File: config.mk
export PLATFORM = sky130hd
export DESIGN_NAME = air_slave
export DESIGN_NICKNAME = d
export VERILOG_FILES = /design/src/rtl/air_pkg.sv /design/src/rtl/air_slave.sv
export SDC_FILE = /design/constraint.sdc
export NUM_CORES = 1
export LEC_CHECK = 0
export ABC_CLOCK_PERIOD_IN_PS = 3600
export BUFFER_PORTS_ARGS = -buffer_cell sky130_fd_sc_hd__buf_2
export CAP_MARGIN = 10
export CORE_MARGIN = 1
export CORE_UTILIZATION = 45
export CTS_BUF_LIST = sky130_fd_sc_hd__clkbuf_16
export CTS_CLUSTER_DIAMETER = 80
export DETAILED_ROUTE_END_ITERATION = 12
export GPL_TIMING_DRIVEN = 0
export SYNTH_ARGS = -nofsm -noshare
export SYNTH_HDL_FRONTEND = slang
export SYNTH_SLANG_ARGS = --single-unit
File: constraint.sdc
create_clock -name i_core_clk -period 3.6 [get_ports i_core_clk]
set_input_delay 0.54 -clock i_core_clk [delete_from_list [all_inputs] [get_ports i_core_clk]]
set_output_delay 0.54 -clock i_core_clk [all_outputs]
set_load 0.05 [all_outputs]
File: src/rtl/air_pkg.sv
// air_pkg: shared constants and types for the converter result read-out slave.
// assumes a single 50 MHz core clock; the link lines are sampled, not clocked on.
package air_pkg;
    // core clock rate
    localparam int unsigned CORE_CLK_HZ    = 50_000_000;
    // result stream
    localparam int unsigned RES_BITS       = 24;
    localparam int unsigned RES_BYTES      = 3;
    localparam logic [4:0]  RES_BITS_M1    = 5'h17;
    localparam logic [3:0]  BIT_ACK_SLOT   = 4'h8;
    // address strap table, upper and lower parts
    localparam logic [6:0]  ADDR_LO_HI     = 7'h14; // strap low,  lower high
    localparam logic [6:0]  ADDR_LO_FL     = 7'h15;
    localparam logic [6:0]  ADDR_FL_HI     = 7'h17;
    localparam logic [6:0]  ADDR_FL_FL     = 7'h24;
    localparam logic [6:0]  ADDR_HI_HI     = 7'h26;
    localparam logic [6:0]  ADDR_HI_FL     = 7'h27;
    // three-level strap code
    typedef enum logic [1:0] {
        STRAP_LOW,
        STRAP_FLOAT,
        STRAP_HIGH
    } air_strap_t;
    // converter sequence
    typedef enum logic [1:0] {
        SEQ_CONVERT,
        SEQ_SLEEP,
        SEQ_OUTPUT
    } air_seq_t;
    // converter result handed in by the analog/filter side
    typedef struct packed {
        logic        over;   // input at or above positive full scale
        logic        under;  // input below negative full scale
        logic [15:0] value;  // two's complement result
    } air_result_t;
endpackage : air_pkg

File: src/rtl/air_slave.sv
// air_slave: sequencer and link slave reading out the 24-bit conversion result.
// assumes the converter core pulses i_conv_done with i_result valid; the link
// lines and strap pins are asynchronous and pass two flip-flops first.
`timescale 1ns/1ps

// Behaviour
// - after reset cycle convert, then sleep, then output, then convert again.
// - stay asleep holding the result unchanged until a read addresses it.
// - after start take seven address bits and a direction bit; match own address.
// - a match during conversion is answered by leaving the data line released.
// - a matching write is never acknowledged, whatever the state.
// - a read after conversion is acknowledged, sleep ends, result is transmitted.
// - result goes out as 24 bits, first bit first, changed at clock falls.
// - after three bytes empty the register, start converting, refuse further reads.
// - bit 23 is the sign, high for zero or positive input.
// - overrange sends 1,1 then sixteen zeros.
// - underrange sends 0,0 then sixteen ones.
// - then sixteen two's complement bits, and six trailing zeros.
// - detect start and stop as data edges while the clock is high.
// - a repeated start is handled exactly like a start.
// - each byte is eight bits and an acknowledge slot, nine clocks in all.
// - the data line is changed only while the clock is low.
// - slave only; clock is input, data line both ways.
// - lines are only pulled low, never driven high.
// - a stop during an acknowledge slot ends output and begins conversion.
// - address comes from two strap pins; a clocked lower pin reads as high.
module air_slave
    import air_pkg::*;
(
    // core clock and reset
    input  wire logic        i_core_clk,
    input  wire logic        i_rst_n,
    // link lines
    input  wire logic        i_scl,
    input  wire logic        i_sda,
    output logic             o_sda,
    output logic             o_sda_oe,
    // address straps
    input  wire air_strap_t  i_addr_strap_hi,
    input  wire logic        i_addr_strap_lo_or_ext_clk,
    input  wire logic        i_ext_clk_valid,
    // converter core
    input  wire logic        i_conv_done,
    input  wire air_result_t i_result,
    output logic             o_conv_start,
    output logic             o_sleep
);
    ////////////////////////////////////////////////////////////////////////
    // synchronisers: first stage is read only by the second
    logic [1:0] scl_sync_reg, sda_sync_reg, lo_sync_reg;
    logic       scl_d_reg, sda_d_reg;
    // upper strap is quasi-static; the two flops only stop metastability,
    // a strap moved in the middle of a frame is not supported
    air_strap_t hi_s1_reg, hi_s2_reg;
    always_ff @(posedge i_core_clk or negedge i_rst_n) begin
        if (!i_rst_n) begin
            scl_sync_reg <= 2'h3;
            sda_sync_reg <= 2'h3;
            lo_sync_reg  <= 2'h0;
            hi_s1_reg    <= STRAP_LOW;
            hi_s2_reg    <= STRAP_LOW;
            scl_d_reg    <= 1'h1;
            sda_d_reg    <= 1'h1;
        end else begin
            scl_sync_reg <= {scl_sync_reg[0], i_scl};
            sda_sync_reg <= {sda_sync_reg[0], i_sda};
            lo_sync_reg  <= {lo_sync_reg[0], i_addr_strap_lo_or_ext_clk | i_ext_clk_valid};
            hi_s1_reg    <= i_addr_strap_hi;
            hi_s2_reg    <= hi_s1_reg;
            scl_d_reg    <= scl_sync_reg[1];
            sda_d_reg    <= sda_sync_reg[1];
        end
    end

    ////////////////////////////////////////////////////////////////////////
    // line events
    wire scl_s   = scl_sync_reg[1];
    wire sda_s   = sda_sync_reg[1];
    wire scl_ris = scl_s & ~scl_d_reg;
    wire scl_fal = ~scl_s & scl_d_reg;
    wire start_ev = scl_s & scl_d_reg & sda_d_reg & ~sda_s;
    wire stop_ev  = scl_s & scl_d_reg & ~sda_d_reg & sda_s;

    function automatic logic [6:0] strap_addr(input air_strap_t hi, input logic lo);
        case (hi)
            STRAP_LOW:   strap_addr = lo ? ADDR_LO_HI : ADDR_LO_FL;
            STRAP_FLOAT: strap_addr = lo ? ADDR_FL_HI : ADDR_FL_FL;
            default:     strap_addr = lo ? ADDR_HI_HI : ADDR_HI_FL;
        endcase
    endfunction : strap_addr
    wire [6:0] own_addr = strap_addr(hi_s2_reg, lo_sync_reg[1]);

    ////////////////////////////////////////////////////////////////////////
    // link state
    typedef enum logic [2:0] {
        LK_IDLE,
        LK_ADDR,
        LK_ADDR_ACK,
        LK_TX,
        LK_TX_ACK
    } air_link_t;
    air_link_t   link_reg;
    air_seq_t    seq_reg;
    logic [3:0]  bitc_reg;
    logic [7:0]  sh_in_reg;
    logic [23:0] out_reg;
    logic [4:0]  sent_reg;
    logic        ack_reg;      // address acknowledged
    logic        drive_low_reg;
    logic        conv_go_reg;

    function automatic logic [23:0] pack_result(input air_result_t r);
        if (r.over)
            pack_result = {2'h3, 16'h0000, 6'h00};
        else if (r.under)
            pack_result = {2'h0, 16'hFFFF, 6'h00};
        else
            pack_result = {~r.value[15], r.value[15], r.value, 6'h00};
    endfunction : pack_result

    // address decision, from the byte just completed
    wire [7:0] addr_byte = {sh_in_reg[6:0], sda_s};
    wire       addr_hit  = addr_byte[7:1] == own_addr;
    wire       read_ok   = addr_hit & addr_byte[0] & (seq_reg == SEQ_SLEEP);

    ////////////////////////////////////////////////////////////////////////
    // link sequencer, all decisions on sampled edges
    always_ff @(posedge i_core_clk or negedge i_rst_n) begin
        if (!i_rst_n) begin
            link_reg      <= LK_IDLE;
            seq_reg       <= SEQ_CONVERT;
            bitc_reg      <= 4'h0;
            sh_in_reg     <= 8'h00;
            out_reg       <= 24'h000000;
            sent_reg      <= 5'h00;
            ack_reg       <= 1'h0;
            drive_low_reg <= 1'h0;
            conv_go_reg   <= 1'h1;
        end else begin
            conv_go_reg <= 1'h0;
            // conversion completes into sleep holding the result
            if (seq_reg == SEQ_CONVERT && i_conv_done) begin
                seq_reg <= SEQ_SLEEP;
                out_reg <= pack_result(i_result);
            end
            if (start_ev) begin
                link_reg      <= LK_ADDR;
                bitc_reg      <= 4'h0;
                drive_low_reg <= 1'h0;
            end else if (stop_ev) begin
                link_reg      <= LK_IDLE;
                drive_low_reg <= 1'h0;
                // stop during output aborts and restarts conversion
                if (seq_reg == SEQ_OUTPUT) begin
                    seq_reg     <= SEQ_CONVERT;
                    out_reg     <= 24'h000000;
                    conv_go_reg <= 1'h1;
                end
            end else begin
                case (link_reg)
                    LK_ADDR: begin
                        // eight bits then the acknowledge slot
                        if (scl_ris) begin
                            sh_in_reg <= addr_byte;
                            bitc_reg  <= bitc_reg + 4'h1;
                            ack_reg   <= read_ok;
                        end else if (scl_fal && bitc_reg == BIT_ACK_SLOT) begin
                            link_reg      <= LK_ADDR_ACK;
                            drive_low_reg <= ack_reg;
                        end
                    end
                    LK_ADDR_ACK: begin
                        if (scl_fal) begin
                            if (ack_reg) begin
                                link_reg      <= LK_TX;
                                seq_reg       <= SEQ_OUTPUT;
                                sent_reg      <= 5'h01;
                                bitc_reg      <= 4'h1;
                                // first bit placed at the falling edge
                                drive_low_reg <= ~out_reg[23];
                            end else begin
                                link_reg      <= LK_IDLE;
                                drive_low_reg <= 1'h0;
                            end
                        end
                    end
                    LK_TX: begin
                        if (scl_fal) begin
                            if (bitc_reg == BIT_ACK_SLOT) begin
                                link_reg      <= LK_TX_ACK;
                                drive_low_reg <= 1'h0;
                            end else begin
                                drive_low_reg <= ~out_reg[RES_BITS_M1 - sent_reg];
                                sent_reg      <= sent_reg + 5'h01;
                                bitc_reg      <= bitc_reg + 4'h1;
                            end
                        end
                    end
                    LK_TX_ACK: begin
                        if (scl_fal) begin
                            if (sent_reg == 5'(RES_BITS)) begin
                                link_reg    <= LK_IDLE;
                                seq_reg     <= SEQ_CONVERT;
                                out_reg     <= 24'h000000;
                                conv_go_reg <= 1'h1;
                            end else begin
                                link_reg      <= LK_TX;
                                bitc_reg      <= 4'h1;
                                drive_low_reg <= ~out_reg[RES_BITS_M1 - sent_reg];
                                sent_reg      <= sent_reg + 5'h01;
                            end
                        end
                    end
                    default: ;
                endcase
            end
        end
    end

    ////////////////////////////////////////////////////////////////////////
    // open drain, only ever pulls low
    assign o_sda        = 1'h0;
    assign o_sda_oe     = drive_low_reg;
    assign o_conv_start = conv_go_reg;
    assign o_sleep      = seq_reg == SEQ_SLEEP;

    ////////////////////////////////////////////////////////////////////////
    // checks
    property p_no_high_drive;
        @(posedge i_core_clk) disable iff (!i_rst_n) o_sda_oe |-> o_sda == 1'h0;
    endproperty
    a_no_high_drive: assert property (p_no_high_drive) else $error("sda driven high");
    property p_conv_nak;
        @(posedge i_core_clk) disable iff (!i_rst_n)
            (link_reg == LK_ADDR_ACK && seq_reg == SEQ_CONVERT) |-> !o_sda_oe;
    endproperty
    a_conv_nak: assert property (p_conv_nak) else $error("ack during conversion");
    property p_write_nak;
        @(posedge i_core_clk) disable iff (!i_rst_n)
            (scl_ris && link_reg == LK_ADDR && bitc_reg == 4'h7 && !sda_s) |=> !ack_reg;
    endproperty
    a_write_nak: assert property (p_write_nak) else $error("write acknowledged");
    property p_change_scl_low;
        @(posedge i_core_clk) disable iff (!i_rst_n)
            $changed(o_sda_oe) && !start_ev && !stop_ev |-> !scl_s;
    endproperty
    a_change_scl_low: assert property (p_change_scl_low) else $error("sda moved, scl high");
    property p_sleep_hold;
        @(posedge i_core_clk) disable iff (!i_rst_n)
            seq_reg == SEQ_SLEEP && $past(seq_reg == SEQ_SLEEP) |-> $stable(out_reg);
    endproperty
    a_sleep_hold: assert property (p_sleep_hold) else $error("result changed in sleep");
    property p_stop_abort;
        @(posedge i_core_clk) disable iff (!i_rst_n)
            stop_ev && seq_reg == SEQ_OUTPUT |=> seq_reg == SEQ_CONVERT && o_conv_start;
    endproperty
    a_stop_abort: assert property (p_stop_abort) else $error("stop did not abort");
    property p_tail_zero;
        @(posedge i_core_clk) disable iff (!i_rst_n) out_reg[5:0] == 6'h00;
    endproperty
    a_tail_zero: assert property (p_tail_zero) else $error("tail bits not zero");
    property p_ack_release;
        @(posedge i_core_clk) disable iff (!i_rst_n)
            link_reg == LK_TX_ACK |-> !o_sda_oe;
    endproperty
    a_ack_release: assert property (p_ack_release) else $error("sda held in ack slot");
    property p_done_sleep;
        @(posedge i_core_clk) disable iff (!i_rst_n)
            seq_reg == SEQ_CONVERT && i_conv_done |=> o_sleep;
    endproperty
    a_done_sleep: assert property (p_done_sleep) else $error("no sleep after conversion");
    property p_ack_read_sleep;
        @(posedge i_core_clk) disable iff (!i_rst_n)
            link_reg == LK_ADDR_ACK && o_sda_oe
                |-> seq_reg == SEQ_SLEEP && sh_in_reg == {own_addr, 1'h1};
    endproperty
    a_ack_read_sleep: assert property (p_ack_read_sleep) else $error("bad acknowledge");
    property p_full_read;
        @(posedge i_core_clk) disable iff (!i_rst_n)
            link_reg == LK_TX_ACK && scl_fal && sent_reg == 5'(RES_BITS)
                |=> o_conv_start && seq_reg == SEQ_CONVERT && out_reg == 24'h000000;
    endproperty
    a_full_read: assert property (p_full_read) else $error("read end did not restart");
    property p_bit_order;
        @(posedge i_core_clk) disable iff (!i_rst_n)
            $changed(sent_reg) |-> o_sda_oe == !out_reg[5'(RES_BITS) - sent_reg];
    endproperty
    a_bit_order: assert property (p_bit_order) else $error("result bit out of order");
endmodule : air_slave

### Yosys cells after proc, flatten, opt, wreduce, memory -nomap -nowiden

Index checks and enable logic that the tools add are counted.

| operators by class | value |
|---|---|
| reductions and logical operators | 12 |
| eq/ne operators | 31 |
| $add $sub $neg | 3 |
| bitwise logic cells | 19 |
| magnitude comparators | 1 |
| multiplexer cells | 69 |

Operators with widths:

| operator | number |
|---|---|
| $mux 24 | 9 |
| $mux 4 | 9 |
| $mux 5 | 6 |
| $ne 4x4->1 const B | 7 |
| $mux 3 | 8 |
| $ne 3x3->1 const B | 7 |
| $mux 2 | 10 |
| $mux 1 | 19 |
| $reduce_and 9->1 | 2 |
| $pmux 4 s4 | 1 |
| $pmux 5 s3 | 1 |
| $ne 2x2->1 const B | 7 |
| $reduce_and 7->1 | 2 |
| $pmux 3 s4 | 1 |
| $pmux 6 s2 | 1 |
| $and 1x1->1 | 9 |
| $not 1->1 | 9 |
| $eq 7x6->1 | 1 |
| $eq 3x2->1 const B | 2 |
| $lt 5x6->1 const B | 1 |
| $mux 6 | 1 |
| $reduce_bool 6->1 | 1 |
| $add 5x1->5 const B | 1 |
| $bmux 1 s5 | 1 |
| other kinds (16) | 19 |

| word-level totals | value |
|---|---|
| output and inout bits | 4 |
| register bits | 60 |
| logic and storage cells | 151 |

### Logic depth before layout (Yosys ltp)

Gate-level depths: netlist of run 1.

| depth | value |
|---|---|
| depth after elaboration | 9 |
| gate-level depth with buffers | 9 |
| mapped depth without buffers | 8 |

### Worst setup path before layout of run 1

No wires, ideal clock.

| timing path | value |
|---|---|
| path type | reg-to-reg |
| start point | register link_reg[1] |
| end point | register sent_reg[4] |
| library setup time | 137 ps |
| period minus slack after synthesis | 2137 ps |
| stages on the path, launching flop included | 9 |
| buffers on the path | 2 |
| path slack | 1463 ps |
| arrival time | 2000 ps |
| path through | dfrtp_1 buf_6 or3b_1 buf_6 a32o_1 a2111oi_4 nand4_1 xnor2_1 nor2_1 |

| on the way | value |
|---|---|
| longest elaborated chain between the ends | 3 |
| elaborated cells between the ends (all ways) | 12 |

Ends and longest elaborated chain:

| item | RTL line | source |
|---|---|---|
| start: declaration | air_slave.sv:102 | `air_link_t link_reg;` |
| start signal: assignment | air_slave.sv:130 | `link_reg <= LK_IDLE;` |
| start signal: assignment | air_slave.sv:147 | `link_reg <= LK_ADDR;` |
| start signal: assignment | air_slave.sv:151 | `link_reg <= LK_IDLE;` |
| $eq 3x3->1 or $eq 3x2->1 (tied branches) | air_slave.sv:160 | `case (link_reg)` |
| $ne 2x2->1 (no source line) or $reduce_bool 3->1 (tied branches) | n/a |  |
| $reduce_and 9->1 (no source line) | n/a |  |
| end signal: assignment | air_slave.sv:194 | `sent_reg <= sent_reg + 5'h01;` |
| end signal: assignment | air_slave.sv:210 | `sent_reg <= sent_reg + 5'h01;` |
| end: declaration | air_slave.sv:107 | `logic [4:0] sent_reg;` |

Several ways; a longest one is shown, not always the timed one.
A chain may end at the register's enable or synchronous reset.

### Worst setup path in the final report of run 1

| timing path | value |
|---|---|
| start point | register sent_reg[0] |
| end point | register out_reg[20] |

| on the way | value |
|---|---|
| longest elaborated chain between the ends | 6 |

Ends and longest elaborated chain:

| item | RTL line | source |
|---|---|---|
| $eq 5x5->1 | air_slave.sv:201 | `if (sent_reg == 5'(RES_BITS)) begin` |
| $mux 24 | air_slave.sv:201 |  |
| $mux 24 | air_slave.sv:200 | `if (scl_fal) begin` |
| $mux 24 | air_slave.sv:160 |  |
| $mux 24 | air_slave.sv:150 | `end else if (stop_ev) begin` |
| $mux 24 | air_slave.sv:146 | `if (start_ev) begin` |
| end signal: assignment | air_slave.sv:144 | `out_reg <= pack_result(i_result);` |
| end: declaration | air_slave.sv:106 | `logic [23:0] out_reg;` |

Every way passes these cells.

==> results by group, run 1 <==
Drt
  – WL per Instance: 14.46 microns
  – Vias: 2,357
  – # DRC: 2
  – Final WL: 6217 microns
  – ANT nets after route: 0
  – DR WL met3: about 190 microns
  – DR top layer: met4
  – Iter 0 DRT Violations: 81
  – Drt first pass iters: 8
  – Vias per cell: 5.481
  – Wl on met1: 3019 microns
  – Met2 WL: 2854 microns

Power
  – VDD IR max: ~0.35 mV
  – P_leak: around 1.6 nW
  – Power per cell area: between 600 and 700 nW/um^2

Synthesis
  – Area share of the largest cell type after synthesis: 43.87%
  – Most used DFF post-synth: dfrtp_1
  – Sequential element share of the synthesized area: 49.96%
  – Post-synth EDFFs: 0
  – Synth Net Count: between 300 and 400
  – Post-Synthesis Cell Area: between 3000 and 4000 sq um
  – Simple-Gate Fraction of Synth Area: 20.45%
  – Synthesized flop and latch total: 60
  – Synth cell types: 45
  – Ys Warns: 0
  – Cells after Synth: 309
  – XOR/XNOR Fraction of Synth Area: 1.738%
  – Compound-Gate Fraction of Synth Area: 12.83%
  – Asr flop ratio synth: 100.0%
  – Mean Syn Cell Area: roughly 10 sq um
  – Multiplexer share of the synthesized area: 8.526%
  – Largest family of logic cells by synthesized area: simple AND/OR/NAND/NOR gates
  – Area contributors post-synth: dfrtp_1 (44%), nor2_1 (6.6%), dfstp_2 (6.1%)
  – Synth Area in Adders: 1.656%
  – Yosys top cell by area: dfrtp_1

Global route
  – Global-route wire length before repair: 11,180 microns
  – All-Layer GR Usage: 20.28%
  – Largest net degree at the start of global routing: 39
  – Vias in the first global route: 2,406
  – Remaining Overflow, GRT: 0
  – Initial antenna violation count: 0

Critical path
  – R2R cell count: 9
  – Worst Path Max Fanout: 10
  – R2R setup slack: 1.10 ns
  – Reg2reg end: out_reg[20]
  – Critical path type: flop to flop
  – Startpoint types: flop
  – Crit path arrival time: 2.75 ns
  – Crit end category: flop
  – Worst r2r src: sent_reg[0]
  – WP data required: 3.85 ns

Clocking
  – CTS tree: done
  – H-tree depth: 3
  – Cts repair resizes: 0
  – Worst-Skew Late Latency: 0.32 ns
  – TritonCTS Sinks: 60
  – Max clock buf depth: 2
  – Clk slew on worst S/H paths: 0.05 ns
  – Post CTS Setup Buffer Count: 0
  – Root Driver: clkbuf_16
  – CTS hold repair buffers: 0
  – TritonCTS Buffers: 9

Layout
  – Layout cell share with drive strength beyond 1: between 20% and 30%
  – Multi-input gate area: 1370 sq um
  – Area Growth Syn to Fin: 17.47%
  – Fillers: 595
  – Max reg flops: 24
  – ANT cells: 0
  – Total Nets Final: 379
  – Flip-flop and latch area: 1510 sq um

Run status
  – Failing checks: design-rule violations
  – Status: complete, but fails checks

STA
  – RSZ-0062 raised after global routing: false
  – Final period util: 69.55%
  – Slew margin rel.: 40.79%
  – Worst-Margin Slew: 0.8881 ns
  – Fin Setup TNS: 0 ns
  – Crit path time final: 2.504 ns
  – Fin Clk Skew: 0.003323 ns
  – Final-report setup violation count: 0
  – Final-report hold violation count: 0
  – Fmax: 0.3994 GHz
  – Max-slew violation count: 0
  – Slack of the critical path: between 1 and 1.5 ns

Die
  – Die Span X: 83.96 microns
  – Die height: 83.96 microns
  – Starting density of the core: 47.07%
  – Die area: 7049 sq um
  – Core box area: about 6400 sq um
  – Io pins: 31
  – FP Rows: 29

Worst hold path
  – Hold WC Path Type: input pin to flop
  – Hold Startpoint: i_scl
  – Cells on Worst Hold Path: 1
  – Hold EP: scl_sync_reg[0]

Place
  – Hpwl dp: between 4000 and 5000 microns
  – Pre-CTS setup slack: 1.056 ns
  – Final GP Congestion: 0.9218
  – Port bufs: 27

Run
  – Number of max-cap violations: 0
==> area by class of cell <==
| cell class | count | share of cell area (%) |
|---|---|---|
| inverters | 13 | 1.374 |
| multi-input cells | 218 | 38.58 |
| clock inverters | 7 | 1.233 |
| flip-flops and latches | 60 | 42.53 |
| plain buffers | 18 | 2.643 |
| well taps | 77 | 2.713 |
| repair buffers | 28 | 4.581 |
| clock buffers | 9 | 6.342 |
==> metal layers <==
metal	global-route usage, %	up-vias
met1	26.89	1134
met5	0	-
met4	9.875	0
li1	-	1169
met2	31.30	40
met3	4.748	14
==> how the worst max path moves through the flow <==
stage,depth (start not counted),to,slack (ns),from
floorplan,8,sent_reg[4],1.46,link_reg[1]
global placement,9,out_reg[16],1.11,sent_reg[0]
detailed placement,9,out_reg[20],1.06,sent_reg[0]
CTS,9,out_reg[20],1.04,sent_reg[0]
global route,9,out_reg[6],0.81,sent_reg[0]
finish,9,out_reg[20],1.10,sent_reg[0]
==> cell families (layout without fill, tap and decap cells) <==
family,Yosys count,after routing
compound gates,64,64
flops,60,60
simple gates,126,126
buf+inv,31,75
xor+xnor,6,6
fa+ha+maj,4,4
other cells,1,1
mux,17,17
==> Yosys cell counts, types with 3 or more instances <==
| library cell | count |
|---|---|
| dfrtp_1 | 53 |
| nor2_1 | 53 |
| a21oi_1 | 30 |
| nor3_1 | 22 |
| o21ai_0 | 16 |
| inv_1 | 12 |
| nand2_1 | 12 |
| clkbuf_1 | 11 |
| mux2_2 | 10 |
| dfstp_2 | 7 |
| and3_1 | 6 |
| mux4_2 | 6 |
| nand2b_1 | 6 |
| nand4_1 | 5 |
| a31oi_1 | 4 |
| ha_1 | 4 |
| nand3_1 | 4 |
| nand4b_1 | 4 |
| nor2b_1 | 4 |
| xor2_1 | 4 |
| a211oi_1 | 3 |
| buf_2 | 3 |
| or2_2 | 3 |
==> stage by stage <==
stage	hold WS, ns	power, W	util [%]	cell area [sq um]	cells
2_1_floorplan	0.2444	0.001299	-	3023	309
3_3_place_gp	0.3346	0.001437	50.67	3254	413
3_5_place_dp	0.3363	0.001450	51.10	3282	414
4_1_cts	0.3070	0.002223	55.29	3551	430
5_1_grt	0.3035	0.002344	55.29	3551	430
6_report	0.3170	0.002205	55.29	3551	430
==> cells in the final DEF, fill, tap and decap left out, types with 3 or more instances in the layout <==
master	count
a21oi_1	30
ha_1	4
nor3_1	22
nand4_1	5
a31oi_1	4
buf_2	30
nor2_1	53
a211oi_1	3
and3_1	6
mux4_2	6
inv_1	13
dfrtp_1	53
clkbuf_16	9
clkbuf_1	11
clkinvlp_4	3
nor2b_1	4
dfstp_2	7
mux2_2	10
nand3_1	4
o21ai_0	16
nand4b_1	4
xor2_1	4
nand2_1	12
or2_2	3
nand2b_1	6
==> power breakdown <==
group          switching (W)  internal [W]
registers          0.0000678      0.000763
clock network       0.000306      0.000461
logic               0.000339      0.000269
==> worst max-delay path, cell delays in order, from the launching register on <==
cell and delay (ns):
dfrtp_1 0.34, buf_2 0.27, inv_1 0.08, ha_1 0.21
nand4b_1 0.21, nor3_1 0.11, a21oi_1 0.38, clkinv_1 0.41
buf_2 0.30, nor2_1 0.11
Power figures use the tool's default switching activity.
==> run 2: changes to the inputs <==
Settings changed: ABC_CLOCK_PERIOD_IN_PS 3600 to 2600.
Clock period 3.6 ns to 2.6 ns, I/O delays scaled along.
==> results by group, run 2 (synthesis gave the netlist of run 1 again) <==
Drt
  – ANT nets after route: 0 (unchanged)
  – Vias per cell: 5.453 (-0.51%)
  – WL per Instance: 14.58 microns (+0.82%)
  – Vias: 2,345 (-0.51%)
  – Drt first pass iters: 8 (unchanged)
  – # DRC: 2 (unchanged)
  – Iter 0 DRT Violations: 87 (+7.4%)
  – Final WL: 6268 microns (+0.82%)

Critical path
  – R2R setup slack: 0.30 ns (-0.80 ns)
  – Worst Path Max Fanout: 9 (-1)
  – Crit end category: flop
  – Reg2reg end: sent_reg[3]
  – Critical path type: flop to flop
  – Crit path arrival time: 2.48 ns (-0.27 ns)
  – Worst r2r src: link_reg[1]
  – WP data required: 2.78 ns (-1.07 ns)
  – R2R cell count: 8 (-1)
  – Startpoint types: flop

Clocking
  – Clk slew on worst S/H paths: 0.05 ns (about the same)
  – Post CTS Setup Buffer Count: 0 (unchanged)
  – Worst-Skew Late Latency: 0.32 ns (about the same)
  – Max clock buf depth: 2 (unchanged)
  – TritonCTS Sinks: 60 (unchanged)
  – TritonCTS Buffers: 9 (unchanged)
  – CTS hold repair buffers: 0 (unchanged)
  – H-tree depth: 3 (unchanged)
  – CTS tree: done
  – Root Driver: clkbuf_16

Power
  – Comb pwr share: 27.8% (+0.2 points)
  – Sequential group share of total power: 37.5% (-0.2 points)
  – Power per cell area: 862.0 nW/um^2 (+39%)
  – Clock share of power: 34.7% (about the same)
  – Switching power: 0.0009938 W (+39%)
  – VDD IR max: 0.4807 mV (+39%)
  – P_leak: 1.604 nW (+0.41%)
  – Pint: 0.002071 W (+39%)
  – Switch share: 32.42% (+0.11 points)

STA
  – Slew margin rel.: 40.65% (-0.15 points)
  – Worst-Margin Slew: 0.8903 ns (+0.002206 ns)
  – Max-slew violation count: 0 (unchanged)
  – Crit path time final: 2.302 ns (-0.2022 ns)
  – Hold Worst Slack: 0.1670 ns (-0.1500 ns)
  – Final period util: 88.52% (+19 points)
  – Fin Clk Skew: 0.003395 ns (+0.00007128 ns)
  – RSZ-0062 raised after global routing: false
  – Final-report hold violation count: 0 (unchanged)
  – Final-report setup violation count: 0 (unchanged)
  – Fin Setup TNS: 0 ns (unchanged)
  – Fmax: 0.4345 GHz (+8.8%)

Worst hold path
  – Cells on Worst Hold Path: 1 (unchanged)
  – Hold EP: scl_sync_reg[0]
  – Hold WC Path Type: input pin to flop
  – Hold Startpoint: i_scl

Layout
  – Layout cell share with drive strength beyond 1: 22.38% (+0.57 points)
  – Max reg flops: 24 (unchanged)
  – ANT cells: 0 (unchanged)
  – Area Growth Syn to Fin: 17.63%
  – Fillers: 594 (-0.17%)
  – Most frequent cells in the layout: nor2_1 (53), dfrtp_1 (53), buf_2 (30), a21oi_1 (30), nor3_1 (22)
  – Total Nets Final: 379 (unchanged)

Die
  – Die Span X: 83.96 microns (unchanged)
  – Starting density of the core: 47.07% (unchanged)
  – FP Rows: 29 (unchanged)
  – Die area: 7049 sq um (unchanged)
  – Core box area: 6422 sq um (unchanged)
  – Die height: 83.96 microns (unchanged)
  – Io pins: 31 (unchanged)

Global route
  – All-Layer GR Usage: 20.28% (unchanged)
  – Remaining Overflow, GRT: 0 (unchanged)
  – Initial antenna violation count: 0 (unchanged)
  – Global-route wire length before repair: 11,180 microns (unchanged)
  – Largest net degree at the start of global routing: 39 (unchanged)
  – Vias in the first global route: 2,406 (unchanged)

Run status
  – Status: complete, but fails checks
  – Failing checks: design-rule violations

Place
  – Port bufs: 27 (unchanged)
  – Hpwl dp: 4484 microns (unchanged)
  – Final GP Congestion: 0.9218 (unchanged)

Run
  – Number of max-cap violations: 0 (unchanged)
-- run 2: critical path, cell delays in order, from the launching register on --
cell	delay, ns
dfrtp_1	0.37
buf_6	0.13
or3b_1	0.38
buf_6	0.15
a32o_1	0.24
a2111oi_4	0.49
nand4_1	0.17
xor2_1	0.16
nor2_1	0.06
-- run 2: final cells by class --
type                            instances  area, sq um  area share, %
Sequential cell                        60         1510          42.47
Multi-Input combinational cell        218         1375          38.67
Timing Repair Buffer                   28        162.7          4.574
Clock inverter                          7        43.79          1.232
Clock buffer                            9        225.2          6.334
Inverter                               13        48.80          1.372
Tap cell                               77        96.34          2.709
Buffer                                 18        93.84          2.639
-- run 2: metal layers --
layer | vias to the layer above | GRT usage (%) | part of all wire, %
li1 | 1166 | - | -
met1 | 1125 | 26.89 | 49
met2 | 40 | 31.30 | 46
met3 | 14 | 4.748 | 3.1
met4 | 0 | 9.875 | 2.5
met5 | - | 0 | 0
-- run 2: power by group through the flow --
| stage | sequential (W) | clock (W) | combinational (W) |
|---|---|---|---|
| floorplan | 0.00116 | 0 | 0.000642 |
| global placement | 0.00116 | 0 | 0.000828 |
| detailed placement | 0.00116 | 0 | 0.000843 |
| CTS | 0.00115 | 0.00108 | 0.000848 |
| global route | 0.00116 | 0.00112 | 0.000968 |
| finish | 0.00115 | 0.00106 | 0.000853 |
-- run 2: how the worst max path moves through the flow --
stage	startpoint	to	slack (ns)	depth (start not counted)
after floorplan	link_reg[1]	sent_reg[4]	0.46	8
after global placement	sent_reg[0]	out_reg[16]	0.11	9
after detailed placement	sent_reg[0]	out_reg[20]	0.06	9
after CTS	sent_reg[0]	out_reg[20]	0.04	9
after global routing	sent_reg[0]	out_reg[6]	0.09	9
final	link_reg[1]	sent_reg[3]	0.30	8
-- run 2: what timing repair did --
action	in CTS	in global routing
setup endpoints to repair	0	12
endpoints found under the hold margin	0	0
resized for setup	0	2
-- run 2: stage by stage --
| stage | power, W | cells | worst slack (ns) | util [%] | instance area [sq um] |
|---|---|---|---|---|---|
| after global routing | 0.003254 | 430 | 0.09340 | 55.37 | 3556 |
| after floorplan | 0.001799 | 309 | 0.4631 | - | 3023 |
| final | 0.003065 | 430 | 0.2985 | 55.37 | 3556 |
| after CTS | 0.003078 | 430 | 0.04355 | 55.29 | 3551 |
| after detailed placement | 0.002008 | 414 | 0.05556 | 51.10 | 3282 |
| after global placement | 0.001990 | 413 | 0.1117 | 50.67 | 3254 |
==> run 3: changes to the inputs <==
Settings changed: CAP_MARGIN 10 to 20, CORE_ASPECT_RATIO from default to 1.1, TNS_END_PERCENT from default to 30.
==> results by group, run 3 (synthesis gave the netlist of run 1 again) <==
Clocking
  – Max clock buf depth: 2 (unchanged)
  – Root Driver: clkbuf_16
  – TritonCTS Sinks: 60 (unchanged)
  – TritonCTS Buffers: 9 (unchanged)
  – Clk slew on worst S/H paths: 0.06 ns (about the same)
  – CTS hold repair buffers: 0 (unchanged)
  – Cts repair resizes: 0 (unchanged)
  – CTS tree: done
  – Post CTS Setup Buffer Count: 0 (unchanged)
  – H-tree depth: 3 (unchanged)
  – Worst-Skew Late Latency: 0.33 ns (about the same)

Critical path
  – R2R cell count: 8 (unchanged)
  – Crit path arrival time: 2.48 ns (about the same)
  – CP Capture Point: sent_reg[4]
  – Critical path type: flop to flop
  – WP data required: 2.79 ns (about the same)
  – Crit path top cell by count: buf_6
  – Reg2reg end: sent_reg[4]
  – CP bufs+invs: 2 (unchanged)
  – R2R setup slack: 0.31 ns (about the same)
  – Critical-path cell list: buf_6 -> or3b_1 -> buf_6 -> a32o_1 -> a2111oi_4 -> nand4_1 -> xnor2_1 -> nor2_1
  – WP depth: 8 (unchanged)
  – Worst setup path start: link_reg[1]
  – Critical Path Slowest Stage Cell: a2111oi_4
  – Startpoint types: flop
  – Worst Path Max Fanout: 9 (unchanged)
  – Max incr delay on CP: 0.49 ns (about the same)
  – Worst r2r src: link_reg[1]
  – Crit end category: flop
  – Worst path top cell family by delay: compound AO/OA/AOI/OAI gates

Layout
  – Layout cell share with drive strength beyond 1: 22.38% (unchanged)
  – Total Nets Final: 379 (unchanged)
  – Most frequent cells in the layout: nor2_1 (53), dfrtp_1 (53), buf_2 (30), a21oi_1 (30), nor3_1 (22)
  – Area Growth Syn to Fin: 18.13%
  – Max reg flops: 24 (unchanged)
  – Fillers: 594 (unchanged)
  – ANT cells: 0 (unchanged)

STA
  – Max-slew violation count: 0 (unchanged)
  – Crit path time final: 2.293 ns (-0.008206 ns)
  – RSZ-0062 raised after global routing: false
  – Final-report setup violation count: 0 (unchanged)
  – Worst-Margin Slew: 0.7152 ns (-0.1751 ns)
  – Fin Clk Skew: 0.005724 ns (+0.002329 ns)
  – Fmax: 0.4360 GHz (+0.36%)
  – Fin Setup TNS: 0 ns (unchanged)
  – Final period util: 88.21% (-0.32 points)
  – Slew margin rel.: 52.32% (+12 points)
  – Final-report hold violation count: 0 (unchanged)

Place
  – Hpwl dp: 4437 microns (-1.1%)
  – Final GP Congestion: 0.7963 (-14%)
  – Port bufs: 27 (unchanged)

Drt
  – Vias per cell: 5.439 (-0.27%)
  – Final WL: 6175 microns (-1.5%)
  – Vias: 2,355 (+0.43%)
  – ANT nets after route: 0 (unchanged)
  – # DRC: 0 (-2)
  – Drt first pass iters: 4 (-4)
  – Iter 0 DRT Violations: 140 (+61%)
  – WL per Instance: 14.26 microns (-2.2%)

Power
  – Total Power: 0.003155 W (+2.9%)
  – Power per cell area: 883.4 nW/um^2 (+2.5%)
  – P_leak: 1.616 nW (+0.72%)
  – VDD IR max: 0.4179 mV (-13%)

Die
  – Die Span X: 80.15 microns (-4.5%)
  – Io pins: 31 (unchanged)
  – FP Rows: 30 (+3.4%)
  – Core box area: 6344 sq um (-1.2%)
  – Die area: 7050 sq um (about the same)
  – Starting density of the core: 47.65% (+0.58 points)
  – Die height: 87.96 microns (+4.8%)

Global route
  – Vias in the first global route: 2,247 (-6.6%)
  – Global-route wire length before repair: 10,610 microns (-5.1%)
  – Remaining Overflow, GRT: 0 (unchanged)
  – Largest net degree at the start of global routing: 32 (-18%)
  – All-Layer GR Usage: 19.92% (-0.35 points)
  – Initial antenna violation count: 0 (unchanged)

Run
  – Number of max-cap violations: 0 (unchanged)

Run status
  – Status: completed

Worst hold path
  – Hold WC Path Type: input pin to async pin
-- run 3: metrics by stage --
| stage | hold WS (ns) | area (sq um) | setup WS, ns | util [%] | instances |
|---|---|---|---|---|---|
| final | 0.1175 | 3571 | 0.3067 | 56.29 | 433 |
| after global routing | 0.1556 | 3571 | 0.1080 | 56.29 | 433 |
| after CTS | 0.1457 | 3571 | 0.08310 | 56.29 | 433 |
| after detailed placement | 0.3364 | 3278 | 0.1034 | 51.68 | 417 |
| after global placement | 0.3359 | 3258 | 0.1225 | 51.36 | 416 |
| after floorplan | 0.09441 | 3023 | 0.4631 | - | 309 |
-- run 3: cell type report --
type                       count  area [sq um]  area share [%]
multi-input combinational    218          1370           38.37
inverter                      13         48.80           1.367
sequential                    60          1510           42.29
clock inverter                 7         67.56           1.892
buffer                        18         93.84           2.628
clock buffer                   9         225.2           6.307
tap                           80         100.1           2.803
timing repair buffer          28         155.1           4.345
-- run 3: routing by layer --
metal	wire length [microns]	up-vias	global-route usage (%)
met5	0	-	0
met4	149	0	11.85
met3	175	14	3.646
met2	3003	55	32.63
met1	2846	1125	24.62
li1	-	1161	-
-- run 3: report_power, final --
group          switching (W)  internal, W  total, W  leakage (nW)
clock network       0.000429     0.000737   0.00117         0.143
registers          0.0000940      0.00106   0.00115         0.757
logic               0.000468     0.000371  0.000839         0.716
total               0.000991      0.00216   0.00315          1.62
-- run 3: worst min path at each step --
stage / slack [ns] / endpoint / cells after the start / start
floorplan: 0.09 / ack_reg / 0 / i_rst_n
global placement: 0.34 / hi_s2_reg[0] / 0 / hi_s1_reg[0]
detailed placement: 0.34 / hi_s2_reg[1] / 0 / hi_s1_reg[1]
CTS: 0.15 / hi_s2_reg[0] / 1 / i_rst_n
global route: 0.16 / hi_s1_reg[0] / 1 / i_addr_strap_hi[0]
finish: 0.12 / sh_in_reg[6] / 1 / i_rst_n
